===== src/design/gio_pkg.sv =====
// Package: register map, field layout and carriers for the port block
package gio_pkg;

  localparam int unsigned GIO_PORTS = 4;
  localparam int unsigned GIO_W = 8;

  // Port indices
  localparam logic [1:0] GIO_PA = 2'h0;
  localparam logic [1:0] GIO_PB = 2'h1;
  localparam logic [1:0] GIO_PC = 2'h2;
  localparam logic [1:0] GIO_PD = 2'h3;

  // Register offsets within the control register block
  localparam logic [7:0] GIO_OFF_A_LEVEL = 8'h04;
  localparam logic [7:0] GIO_OFF_B_LEVEL = 8'h05;
  localparam logic [7:0] GIO_OFF_A_DIR = 8'h06;
  localparam logic [7:0] GIO_OFF_B_DIR = 8'h07;
  localparam logic [7:0] GIO_OFF_A_DRIVE = 8'h08;
  localparam logic [7:0] GIO_OFF_A_OE_STAT = 8'h0c;
  localparam logic [7:0] GIO_OFF_B_OE_STAT = 8'h0d;
  localparam logic [7:0] GIO_OFF_C_LEVEL = 8'h12;
  localparam logic [7:0] GIO_OFF_D_LEVEL = 8'h13;
  localparam logic [7:0] GIO_OFF_C_DIR = 8'h14;
  localparam logic [7:0] GIO_OFF_C_OE_STAT = 8'h1a;
  localparam logic [7:0] GIO_OFF_D_OE_STAT = 8'h1b;

  // Implemented bit masks per port
  localparam logic [7:0] GIO_MASK_A = 8'hff;
  localparam logic [7:0] GIO_MASK_B = 8'hff;
  localparam logic [7:0] GIO_MASK_C = 8'h9c;
  localparam logic [7:0] GIO_MASK_D = 8'h06;

  // Drive select field layout
  localparam int unsigned GIO_OD_LSB = 4;
  localparam int unsigned GIO_SLEW_LSB = 0;
  localparam int unsigned GIO_FLD_W = 4;

  // Reset values
  localparam logic [7:0] GIO_RST_LEVEL = 8'h00;
  localparam logic [7:0] GIO_RST_DIR = 8'h00;
  localparam logic [7:0] GIO_RST_DRIVE = 8'h00;
  localparam logic [7:0] GIO_RD_NONE = 8'h00;

  typedef enum logic [1:0] {
    GIO_K_NONE = 2'h0,
    GIO_K_LEVEL = 2'h1,
    GIO_K_DIR = 2'h3,
    GIO_K_STAT = 2'h2
  } gio_kind_t;

  typedef struct packed {
    logic hit;
    logic drive;
    gio_kind_t kind;
    logic [1:0] port;
  } gio_dec_t;

  // Processor register access, one cycle per strobe
  typedef struct packed {
    logic sel;
    logic wr;
    logic rd;
    logic [7:0] addr;
    logic [7:0] wdata;
  } gio_bus_t;

  typedef struct packed {
    logic [7:0] out;
    logic [7:0] oe;
  } gio_pins_t;

endpackage


===== src/design/gio_pin_drv.sv =====
// Module: one port's output-enable selection and pin driver
`timescale 1ns/1ps
module gio_pin_drv import gio_pkg::*; (
  // Register state
  input wire logic [7:0] level,
  input wire logic [7:0] dir,
  input wire logic [7:0] mask,
  input wire logic [7:0] od,
  // Logic-array source
  input wire logic [7:0] pt_sel,
  input wire logic [7:0] pt_oe,
  // Peripheral source
  input wire logic [7:0] per_sel,
  input wire logic [7:0] per_oe,
  input wire logic [7:0] per_out,
  // Pin and status
  output gio_pins_t pins,
  output logic [7:0] final_oe
);

  logic [7:0] data;

  always_comb begin
    for (int i = 0; i < 8; i++) begin
      // Peripheral mode wins, then product term, else direction
      if (per_sel[i]) begin
        final_oe[i] = per_oe[i] & mask[i];
        data[i] = per_out[i];
      end else if (pt_sel[i]) begin
        final_oe[i] = pt_oe[i] & mask[i];
        data[i] = level[i];
      end else begin
        final_oe[i] = dir[i] & mask[i];
        data[i] = level[i];
      end
    end
  end

  // Open drain only ever pulls low; driver off when enable is low
  assign pins.oe = final_oe & ~(od & data);
  assign pins.out = data & ~od & pins.oe;

endmodule


===== src/design/gio_port_regs.sv =====
// Module: processor I/O mode port registers for ports A to D
`timescale 1ns/1ps

module gio_port_regs import gio_pkg::*; (
  // Clock and reset
  input wire logic ref_clk,
  input wire logic rst_b,
  // Register access from the processor bus
  input gio_bus_t bus,
  output logic [7:0] rd_data_q,
  // Logic-array output enables, per port
  input wire logic [3:0][7:0] pt_sel,
  input wire logic [3:0][7:0] pt_oe,
  // Peripheral I/O mode, port A only
  input wire logic [7:0] per_sel_a,
  input wire logic [7:0] per_oe_a,
  input wire logic [7:0] per_out_a,
  // Port pins
  output gio_pins_t [3:0] pins,
  output logic [3:0] slew_limit_a
);

  logic [7:0] level_q [GIO_PORTS];
  logic [7:0] dir_q [GIO_PORTS];
  logic [7:0] drive_q;
  logic [3:0][7:0] final_oe;
  logic [3:0][7:0] port_mask;
  gio_dec_t wdec;
  gio_dec_t rdec;
  // Qualified strobes
  logic bus_wr;
  logic bus_rd;
  logic wr_drive;
  logic [3:0] wr_level;
  logic [3:0] wr_dir;
  // One-hot read selects and their masked terms
  logic [3:0] rd_level;
  logic [3:0] rd_dir;
  logic [3:0] rd_stat;
  logic [3:0][7:0] rd_term;
  logic [7:0] rd_value;

  // Decode of an offset, used for both write and read paths
  function automatic gio_dec_t decode(input logic [7:0] addr);
    gio_dec_t d;
    d = '{hit: 1'b1, drive: 1'b0, kind: GIO_K_NONE, port: GIO_PA};
    case (addr)
      GIO_OFF_A_LEVEL: begin
        d.kind = GIO_K_LEVEL;
        d.port = GIO_PA;
      end
      GIO_OFF_B_LEVEL: begin
        d.kind = GIO_K_LEVEL;
        d.port = GIO_PB;
      end
      GIO_OFF_C_LEVEL: begin
        d.kind = GIO_K_LEVEL;
        d.port = GIO_PC;
      end
      GIO_OFF_D_LEVEL: begin
        d.kind = GIO_K_LEVEL;
        d.port = GIO_PD;
      end
      GIO_OFF_A_DIR: begin
        d.kind = GIO_K_DIR;
        d.port = GIO_PA;
      end
      GIO_OFF_B_DIR: begin
        d.kind = GIO_K_DIR;
        d.port = GIO_PB;
      end
      GIO_OFF_C_DIR: begin
        d.kind = GIO_K_DIR;
        d.port = GIO_PC;
      end
      GIO_OFF_A_OE_STAT: begin
        d.kind = GIO_K_STAT;
        d.port = GIO_PA;
      end
      GIO_OFF_B_OE_STAT: begin
        d.kind = GIO_K_STAT;
        d.port = GIO_PB;
      end
      GIO_OFF_C_OE_STAT: begin
        d.kind = GIO_K_STAT;
        d.port = GIO_PC;
      end
      GIO_OFF_D_OE_STAT: begin
        d.kind = GIO_K_STAT;
        d.port = GIO_PD;
      end
      GIO_OFF_A_DRIVE: begin
        d.drive = 1'b1;
      end
      default: begin
        d.hit = 1'b0;
      end
    endcase
    return d;
  endfunction

  // Implemented bits of one port; the rest never hold a one
  function automatic logic [7:0] impl_bits(input logic [1:0] p);
    logic [7:0] m;
    case (p)
      GIO_PA: m = GIO_MASK_A;
      GIO_PB: m = GIO_MASK_B;
      GIO_PC: m = GIO_MASK_C;
      GIO_PD: m = GIO_MASK_D;
      default: m = GIO_RD_NONE;
    endcase
    return m;
  endfunction

  // True when a decoded offset names one register of one port
  function automatic logic targets(input gio_dec_t d, input gio_kind_t k,
    input logic [1:0] p);
    return d.hit && !d.drive && (d.kind == k) && (d.port == p);
  endfunction

  // Decode happens once the processor has placed the offset
  // in its data space
  assign wdec = decode(bus.addr);
  assign rdec = decode(bus.addr);

  // Strobes qualified by the block select
  assign bus_wr = bus.sel & bus.wr;
  assign bus_rd = bus.sel & bus.rd;
  // Status offsets decode but never reach a store
  assign wr_drive = bus_wr & wdec.hit & wdec.drive;

  // One flop bank per port and concern
  for (genvar p = 0; p < GIO_PORTS; p++) begin : g_store
    localparam logic [1:0] PIDX = 2'(p);

    assign port_mask[p] = impl_bits(PIDX);
    assign wr_level[p] = bus_wr & targets(wdec, GIO_K_LEVEL, PIDX);
    assign wr_dir[p] = bus_wr & targets(wdec, GIO_K_DIR, PIDX);
    assign rd_level[p] = targets(rdec, GIO_K_LEVEL, PIDX);
    assign rd_dir[p] = targets(rdec, GIO_K_DIR, PIDX);
    assign rd_stat[p] = targets(rdec, GIO_K_STAT, PIDX);

    // Output level
    always_ff @(posedge ref_clk or negedge rst_b) begin
      if (!rst_b) begin
        level_q[p] <= GIO_RST_LEVEL;
      end else if (wr_level[p]) begin
        // Masked store keeps missing bits at zero
        level_q[p] <= bus.wdata & port_mask[p];
      end
    end

    // Direction, one selects output
    // Port D has no offset, so its bank stays at reset
    always_ff @(posedge ref_clk or negedge rst_b) begin
      if (!rst_b) begin
        dir_q[p] <= GIO_RST_DIR;
      end else if (wr_dir[p]) begin
        dir_q[p] <= bus.wdata & port_mask[p];
      end
    end

    // One-hot selects, so the read mux is a plain OR of terms
    assign rd_term[p] = ({8{rd_level[p]}} & level_q[p]) |
      ({8{rd_dir[p]}} & dir_q[p]) |
      ({8{rd_stat[p]}} & final_oe[p]);
  end

  // Port A drive type
  always_ff @(posedge ref_clk or negedge rst_b) begin
    if (!rst_b) begin
      drive_q <= GIO_RST_DRIVE;
    end else if (wr_drive) begin
      drive_q <= bus.wdata;
    end
  end

  // Read mux; unmapped offsets select no term and read zero
  always_comb begin
    rd_value = GIO_RD_NONE;
    if (rdec.drive) begin
      rd_value = drive_q;
    end
    for (int p = 0; p < GIO_PORTS; p++) begin
      rd_value = rd_value | rd_term[p];
    end
  end

  // Registered read data, held until the next read
  always_ff @(posedge ref_clk or negedge rst_b) begin
    if (!rst_b) begin
      rd_data_q <= GIO_RD_NONE;
    end else if (bus_rd) begin
      rd_data_q <= rd_value;
    end
  end

  // Slew limit is a pad setting only; no logic effect here
  assign slew_limit_a = drive_q[GIO_SLEW_LSB +: GIO_FLD_W];

  // One driver per port; peripheral and open drain reach port A only
  for (genvar p = 0; p < GIO_PORTS; p++) begin : g_port
    logic [7:0] od;
    logic [7:0] per_sel;
    logic [7:0] per_oe;
    logic [7:0] per_out;
    if (p == 0) begin : g_a
      assign od = {drive_q[GIO_OD_LSB +: GIO_FLD_W], 4'h0};
      assign per_sel = per_sel_a;
      assign per_oe = per_oe_a;
      assign per_out = per_out_a;
    end else begin : g_bcd
      assign od = 8'h00;
      assign per_sel = 8'h00;
      assign per_oe = 8'h00;
      assign per_out = 8'h00;
    end
    gio_pin_drv u_drv (
      .level(level_q[p]),
      .dir(dir_q[p]),
      .mask(port_mask[p]),
      .od(od),
      .pt_sel(pt_sel[p]),
      .pt_oe(pt_oe[p]),
      .per_sel(per_sel),
      .per_oe(per_oe),
      .per_out(per_out),
      .pins(pins[p]),
      .final_oe(final_oe[p])
    );
  end

endmodule


===== config.mk =====
export PLATFORM = sky130hd
export DESIGN_NAME = gio_port_regs
export DESIGN_NICKNAME = d
export VERILOG_FILES = /design/src/design/gio_pkg.sv /design/src/design/gio_pin_drv.sv /design/src/design/gio_port_regs.sv
export SDC_FILE = /design/constraint.sdc
export NUM_CORES = 1
export LEC_CHECK = 0
export ABC_AREA = 1
export BUFFER_PORTS_ARGS = -buffer_cell sky130_fd_sc_hd__buf_2
export CORE_MARGIN = 1.5
export CORE_UTILIZATION = 51
export DETAILED_ROUTE_END_ITERATION = 7
export GPL_TIMING_DRIVEN = 0
export PLACE_DENSITY = 0.95
export SLEW_MARGIN = 10
export SYNTH_ARGS = -nofsm -noshare
export SYNTH_HDL_FRONTEND = slang
export SYNTH_SLANG_ARGS = --single-unit

===== constraint.sdc =====
create_clock -name ref_clk -period 2.3 [get_ports ref_clk]
set_clock_uncertainty 0.15 [all_clocks]
set_input_delay 0.46 -clock ref_clk [delete_from_list [all_inputs] [get_ports ref_clk]]
set_output_delay 0.46 -clock ref_clk [all_outputs]
set_load 0.02 [all_outputs]

== After elaboration in Yosys (flattened, before gate mapping) ==
Index checks and enable logic that the tools add are counted.

* Multiplexer cells: 42
* Equal/unequal tests: 18
* Bitwise operators: 45
* Reductions and logical operators: 19

{| class="wikitable"
|+ Operator list
! operator !! number
|-
| AND 8 bit || 15
|-
| bitwise OR 8 bit || 12
|-
| one-hot mux 4 bit (11 select lines) || 1
|-
| == test 8 x 5 -> 1 bit (second input constant) || 5
|-
| two-way mux 1 bit || 40
|-
| == test 8 x 3 -> 1 bit (second input constant) || 4
|-
| AND 8 x 3 -> 8 bit || 3
|-
| == test 8 x 4 -> 1 bit (second input constant) || 3
|-
| logical AND 1 bit || 16
|-
| NOT 8 bit || 2
|-
| AND 1 bit || 12
|-
| OR reduction 12 bit || 1
|-
| == test 2 bit (second input constant) || 4
|-
| two-way mux 8 bit || 1
|-
| == test 2 x 1 -> 1 bit (second input constant) || 2
|-
| AND 3 bit || 1
|-
| logical NOT 2 bit || 1
|-
| logical NOT 1 bit || 1
|}

* Input bits: 109
* Output and inout port bits: 76
* Flip-flop bits (word level): 60
* Logic and storage cells: 134

== Logic depth before layout (Yosys ltp) ==
Gate-level depths: netlist of the first run.

* Depth after elaboration: 13
* Gate-level depth with buffers: 11
* Depth with buffers taken out: 11

== Cells and area by module ==
Synthesis of the first run repeated with hierarchy kept, for this count alone.

* Cells, all modules: 946
* Area, all modules: 5,527.8 µm²

{| class="wikitable"
|+ By module, submodules not included
! module !! sequential area each (µm²) !! cells an instance !! area each (µm²) !! instances
|-
| gio_port_regs || 1,501.4 || 402 || 3,285.7 || 1
|-
| gio_pin_drv || 0.0 || 136 || 560.5 || 4
|}

== Worst setup path after synthesis of the first run ==
Ideal clock, no wire load.

* Kind: in2out
* Start: input pt_sel[2] (netlist name)
* End: output pins[10] (netlist name)
* Stages on the path: 4
* Setup slack: 0.145 ns
* Path buffers: 0
* Required time: 1.690 ns
* Arrival time: 1.545 ns
* Cell sequence: inv_1 -> nand2_1 -> a21oi_1 -> a21boi_0

{| class="wikitable"
|+ RTL lines
! what !! line !! source
|-
| start, declared || gio_port_regs.sv:12 || <nowiki>input wire logic [3:0][7:0] pt_sel,</nowiki>
|-
| end, declared || gio_port_regs.sv:19 || <nowiki>output gio_pins_t [3:0] pins,</nowiki>
|}

==> qor.txt, run 1 <==
Finished Layout Cells - 842
drt drc - 0
Post-synth EDFFs - 0
I/O Buffers - 144
pre-CTS WS - 347 ps
Pre-antenna DRT Iters - 8
wire length per cell - 14.4 um
share of flip-flops with an asynchronous set or reset - 100%
worst setup path start - dir_q[31]
fin crit share - 92.3%
fmax - 0.471 GHz
CP Launch Type - flop
CP max FO - 3
Clock Path Buffers - 2
Total Routing Usage GR - 30.2%
Final Util - 68.6%
Critical-path top delay cell - dfrtp_1
final worst path period need - 2120 ps
VDD IR max - 0.333 mV
vias in the first global route - 4340
DR iter-0 viols - 476
largest family of logic cells by synthesized area - simple AND/OR/NAND/NOR gates
area occupied by multi-input gates - 1950 sq um
hold buffers post-CTS - 0
synthesized area - 3970 sq um
Layout Nets - 847
gr ovfl total - 0
row cnt - 31
post-synthesis mux area share - 0.756%
Slew HR - 49.0%
Fin. Hold Viols - 0
r2r setup slk - 730 ps
Crit Path Class - flop to primary output
CP endpoint kind - primary output
Clock Latency Late Sink - 370 ps
crit path buf inv count - 2
Synth Area in Compound Gates - 15.2%
max-cap violations - 0
crit path DAT - 1510 ps
Cells after Synth - 564
run status - completed
Initial Utilization - 53.6%
post-route setup TNS - 0 ps
CTS resizes - 0
largest net degree at the start of global routing - 61
routed wire length - 12100 um
CP top delay family - flip-flops
Final ANT Viol Nets - 0
initial antenna violation count - 0
Placed Cells - 826
Post-Synth XOR/XNOR Area - 0%
Post-DP HPWL - 9330 um
main flop type after synthesis - dfrtp_1
power per cell area - 511 nW/um^2
proportion of layout cells with a drive suffix above 1 - 33.8%
Filler Cell Count - 623
Antenna Cells - 0
Clock Root Buffer - clkbuf_8
most frequent cells in the layout - nand2_1, buf_2, inv_1
Sequential Area - 1500 sq um
sequential fraction of the synthesis area - 37.8%
setup bufs post-CTS - 0
die area - 8320 sq um
Core Footprint - 7410 sq um
CTS Buf Count - 9
drt via density - 5.28
global placement routability congestion - 0.932
RSZ-0062 raised after global routing - no
die height - 91.2 um
total power - 2590 uW
Synth Warn # - 0
reg2reg start - dir_q[20]
H-Tree Depth - 3
final worst slack - 176 ps
CP max stage delay - 390 ps
Required @ worst endpoint - 1690 ps
CP cell instances - nand2_1 -> a31oi_1 -> inv_1 -> nor3_1 -> buf_2
CTS tree - yes
commonest non-fill, non-tap cell in the layout - nand2_1
area grow syn2layout - 28.0%
post-synthesis average cell area - 7.04 sq um
reg2reg path depth - 6
DR vias - 4449
library cells used by synthesis - 34
Crit Reg-Reg Endpoint - rd_data_q[4]
Worst-path clk slew - 80 ps
chip width - 91.2 um
# clock sinks - 60
worst-margin pin slew - 764 ps
fin. max-slew vios - 0
Post-Synth Simple-Gate Area - 31.3%
flop and latch count out of synthesis - 60
Leakage - 0.00285 uW
Hold Path Class - primary input to async pin
final setup fails - 0
Post-Synth Adder-Cell Area - 0%
num ports - 185
first-pass GRT wire length - 19800 um
==> logic make-up after synthesis <==
logic type	after synthesis
compound gates	98
flops	60
buf+inv	123
other cells	1
mux	3
simple gates	279
==> metrics by stage <==
stage	hold slack (ps)	area, sq um
6_report	6.37	5080
5_1_grt	79.1	5080
4_1_cts	50.7	5080
3_5_place_dp	303	4890
3_3_place_gp	290	4890
2_1_floorplan	14.4	4040
==> registers in the layout (all words and copies together), names as in the netlist <==
| signal | flops |
|---|---|
| level_q | 22 |
| rd_data_q | 8 |
| drive_q | 8 |
| dir_q | 22 |
==> how the worst max path moves through the flow <==
stage | to | cells past startpoint
2_1_floorplan | pins[10] | 4
3_3_place_gp | pins[15] | 7
3_5_place_dp | pins[15] | 7
4_1_cts | pins[15] | 5
5_1_grt | pins[9] | 4
6_report | pins[15] | 5
==> synth_stat cells, types with 3 or more instances <==
| library cell | number | area share, % |
|---|---|---|
| nand2_4 | 5 | 1.4 |
| nand2_2 | 9 | 1.4 |
| clkbuf_1 | 3 | 0.28 |
| inv_1 | 82 | 7.8 |
| o22ai_1 | 3 | 0.47 |
| a21oi_1 | 11 | 1.4 |
| o21ai_2 | 24 | 5.3 |
| nor3_1 | 4 | 0.50 |
| o21ai_0 | 32 | 4.0 |
| nor2_4 | 4 | 1.1 |
| or2_2 | 3 | 0.47 |
| o21a_1 | 5 | 0.95 |
| mux2i_1 | 3 | 0.76 |
| dfrtp_1 | 60 | 38 |
| buf_4 | 24 | 4.5 |
| nand3_1 | 26 | 3.3 |
| o21ai_1 | 20 | 2.5 |
| buf_6 | 4 | 1.1 |
| and2_1 | 5 | 0.79 |
| inv_2 | 5 | 0.47 |
| nor2_2 | 7 | 1.1 |
| nor2_1 | 64 | 6.1 |
| nand2_1 | 147 | 14 |
==> cell type report <==
| class | count | area share (%) |
|---|---|---|
| clock inverter | 6 | 1.26 |
| timing repair buffer | 144 | 14.2 |
| sequential | 60 | 29.6 |
| clock buffer | 10 | 2.51 |
| multi-input combinational | 400 | 38.4 |
| tap | 99 | 2.44 |
| inverter | 90 | 6.77 |
| buffer | 33 | 4.85 |
==> per-layer routing <==
layer | routed length (um) | part of all wire, % | up-vias | track usage [%]
met4 | 449 | 3.7 | 0 | 15.4
met5 | 0 | 0 | - | 0
met3 | 1080 | 8.9 | 56 | 5.95
li1 | - | - | 2070 | -
met2 | 5970 | 49 | 285 | 52.4
met1 | 4650 | 38 | 2038 | 35.2
==> power breakdown <==
part	switching (uW)	internal [uW]	total, uW
clock	462	500	962
combinational	324	184	508
sequential	31.1	1090	1130
total	817	1780	2590
Note: power is estimated with default switching activity, not from simulation.
==> run 2, diff against run 1 <==
Settings changed: CORE_ASPECT_RATIO set to 2.
==> qor.txt, run 2 (synthesis results as in run 1) <==
Total Routing Usage GR - 31.5%
worst-margin pin slew - 770 ps
CTS resizes - 0
hold buffers post-CTS - 0
largest net degree at the start of global routing - 61
initial antenna violation count - 0
I/O Buffers - 144
H-Tree Depth - 3
Pre-antenna DRT Iters - 7
run status - completed
CP max FO - 3
DR vias - 4213
Post-DP HPWL - 10000 um
fin crit share - 99.9%
vias in the first global route - 4244
CTS tree - yes
commonest non-fill, non-tap cell in the layout - nand2_1
most frequent cells in the layout - nand2_1, buf_2, inv_1
VDD IR max - 0.617 mV
max-cap violations - 0
first-pass GRT wire length - 19700 um
Slew HR - 48.6%
CP endpoint kind - primary output
Hold Path Class - primary input to async pin
final setup fails - 0
proportion of layout cells with a drive suffix above 1 - 33.8%
Final ANT Viol Nets - 0
CTS Buf Count - 9
wire length per cell - 14.8 um
row cnt - 45
die area - 8350 sq um
fin. max-slew vios - 0
Fin. Hold Viols - 0
die height - 128 um
final worst slack - 2.83 ps
Leakage - 0.00292 uW
routed wire length - 12400 um
drt drc - 0
num ports - 185
Worst-path clk slew - 50 ps
Clock Root Buffer - clkbuf_16
drt via density - 5.03
DR iter-0 viols - 264
CP Launch Type - flop
crit path DAT - 1690 ps
Required @ worst endpoint - 1690 ps
Antenna Cells - 0
Core Footprint - 7540 sq um
setup bufs post-CTS - 0
fmax - 0.435 GHz
Crit Path Class - flop to primary output
Largest regs - dir_q x22, level_q x22
Layout Nets - 847
final worst path period need - 2300 ps
# clock sinks - 60
chip width - 65.4 um
area grow syn2layout - 31.5%
post-route setup TNS - 0 ps
gr ovfl total - 0
global placement routability congestion - 0.957
power per cell area - 604 nW/um^2
RSZ-0062 raised after global routing - no
Clock Path Buffers - 2
pre-CTS WS - 264 ps
Clock Latency Late Sink - 340 ps
Initial Utilization - 52.6%
[run 2: changes by cell type in the layout (fill, tap and decap cells not counted)]
cell	before	now
clkinv_2	3	1
clkbuf_8	9	3
bufinv_16	1	2
clkinvlp_4	2	1
clkbuf_16	0	9
inv_6	1	0
[run 2: layer usage]
layer	global-route usage [%]	vias up	share of wire [%]
met3	6.23	45	6.1
met5	0	-	0
li1	-	2060	-
met4	22.7	0	5.5
met2	57.2	192	55
met1	30.4	1916	33
[run 2: area by class of cell]
type / instances / area, sq um
buffer: 33 / 246
clock buffer: 13 / 270
clock inverter: 3 / 67.6
fill: 643 / 2320
inverter: 90 / 344
multi-input combinational: 400 / 1950
sequential: 60 / 1500
tap: 94 / 118
timing repair buffer: 144 / 723
[run 2: through the flow]
stage	std cells	utilization (%)	instance area, sq um	hold slack (ps)	power (uW)
5_1_grt	837	69.2	5220	104	3270
3_5_place_dp	821	64.7	4880	302	1650
2_1_floorplan	583	-	4040	14.4	1440
4_1_cts	837	69.2	5220	74.0	3150
3_3_place_gp	821	64.7	4880	290	1630
6_report	837	69.2	5220	45.1	3160
[run 2: path summary, 6_finish.rpt]
kind,cells after the start,slack [ps],startpoint,to
worst max-delay path,4,3,dir_q[18],pins[26]
min in group ref_clk,3,200,bus[2],dir_q[10]
worst min-delay path,1,50,rst_b,dir_q[20]
worst max register to register,8,650,dir_q[18],rd_data_q[2]
worst min register to register,1,300,dir_q[2],dir_q[2]
max in group asynchronous,1,1440,rst_b,rd_data_q[5]
[run 2: worst max-delay path, cell delays in order (launching register included)]
cell	delay, ps
dfrtp_1	370
inv_1	40
o21ai_0	540
and2_1	240
buf_2	160
[run 2: power breakdown]
group	leakage [uW]	switching (uW)	internal, uW	total (uW)
sequential	0.000801	31.1	1100	1130
clock	0.000162	483	1040	1520
combinational	0.00196	324	184	508
total	0.00292	838	2320	3160
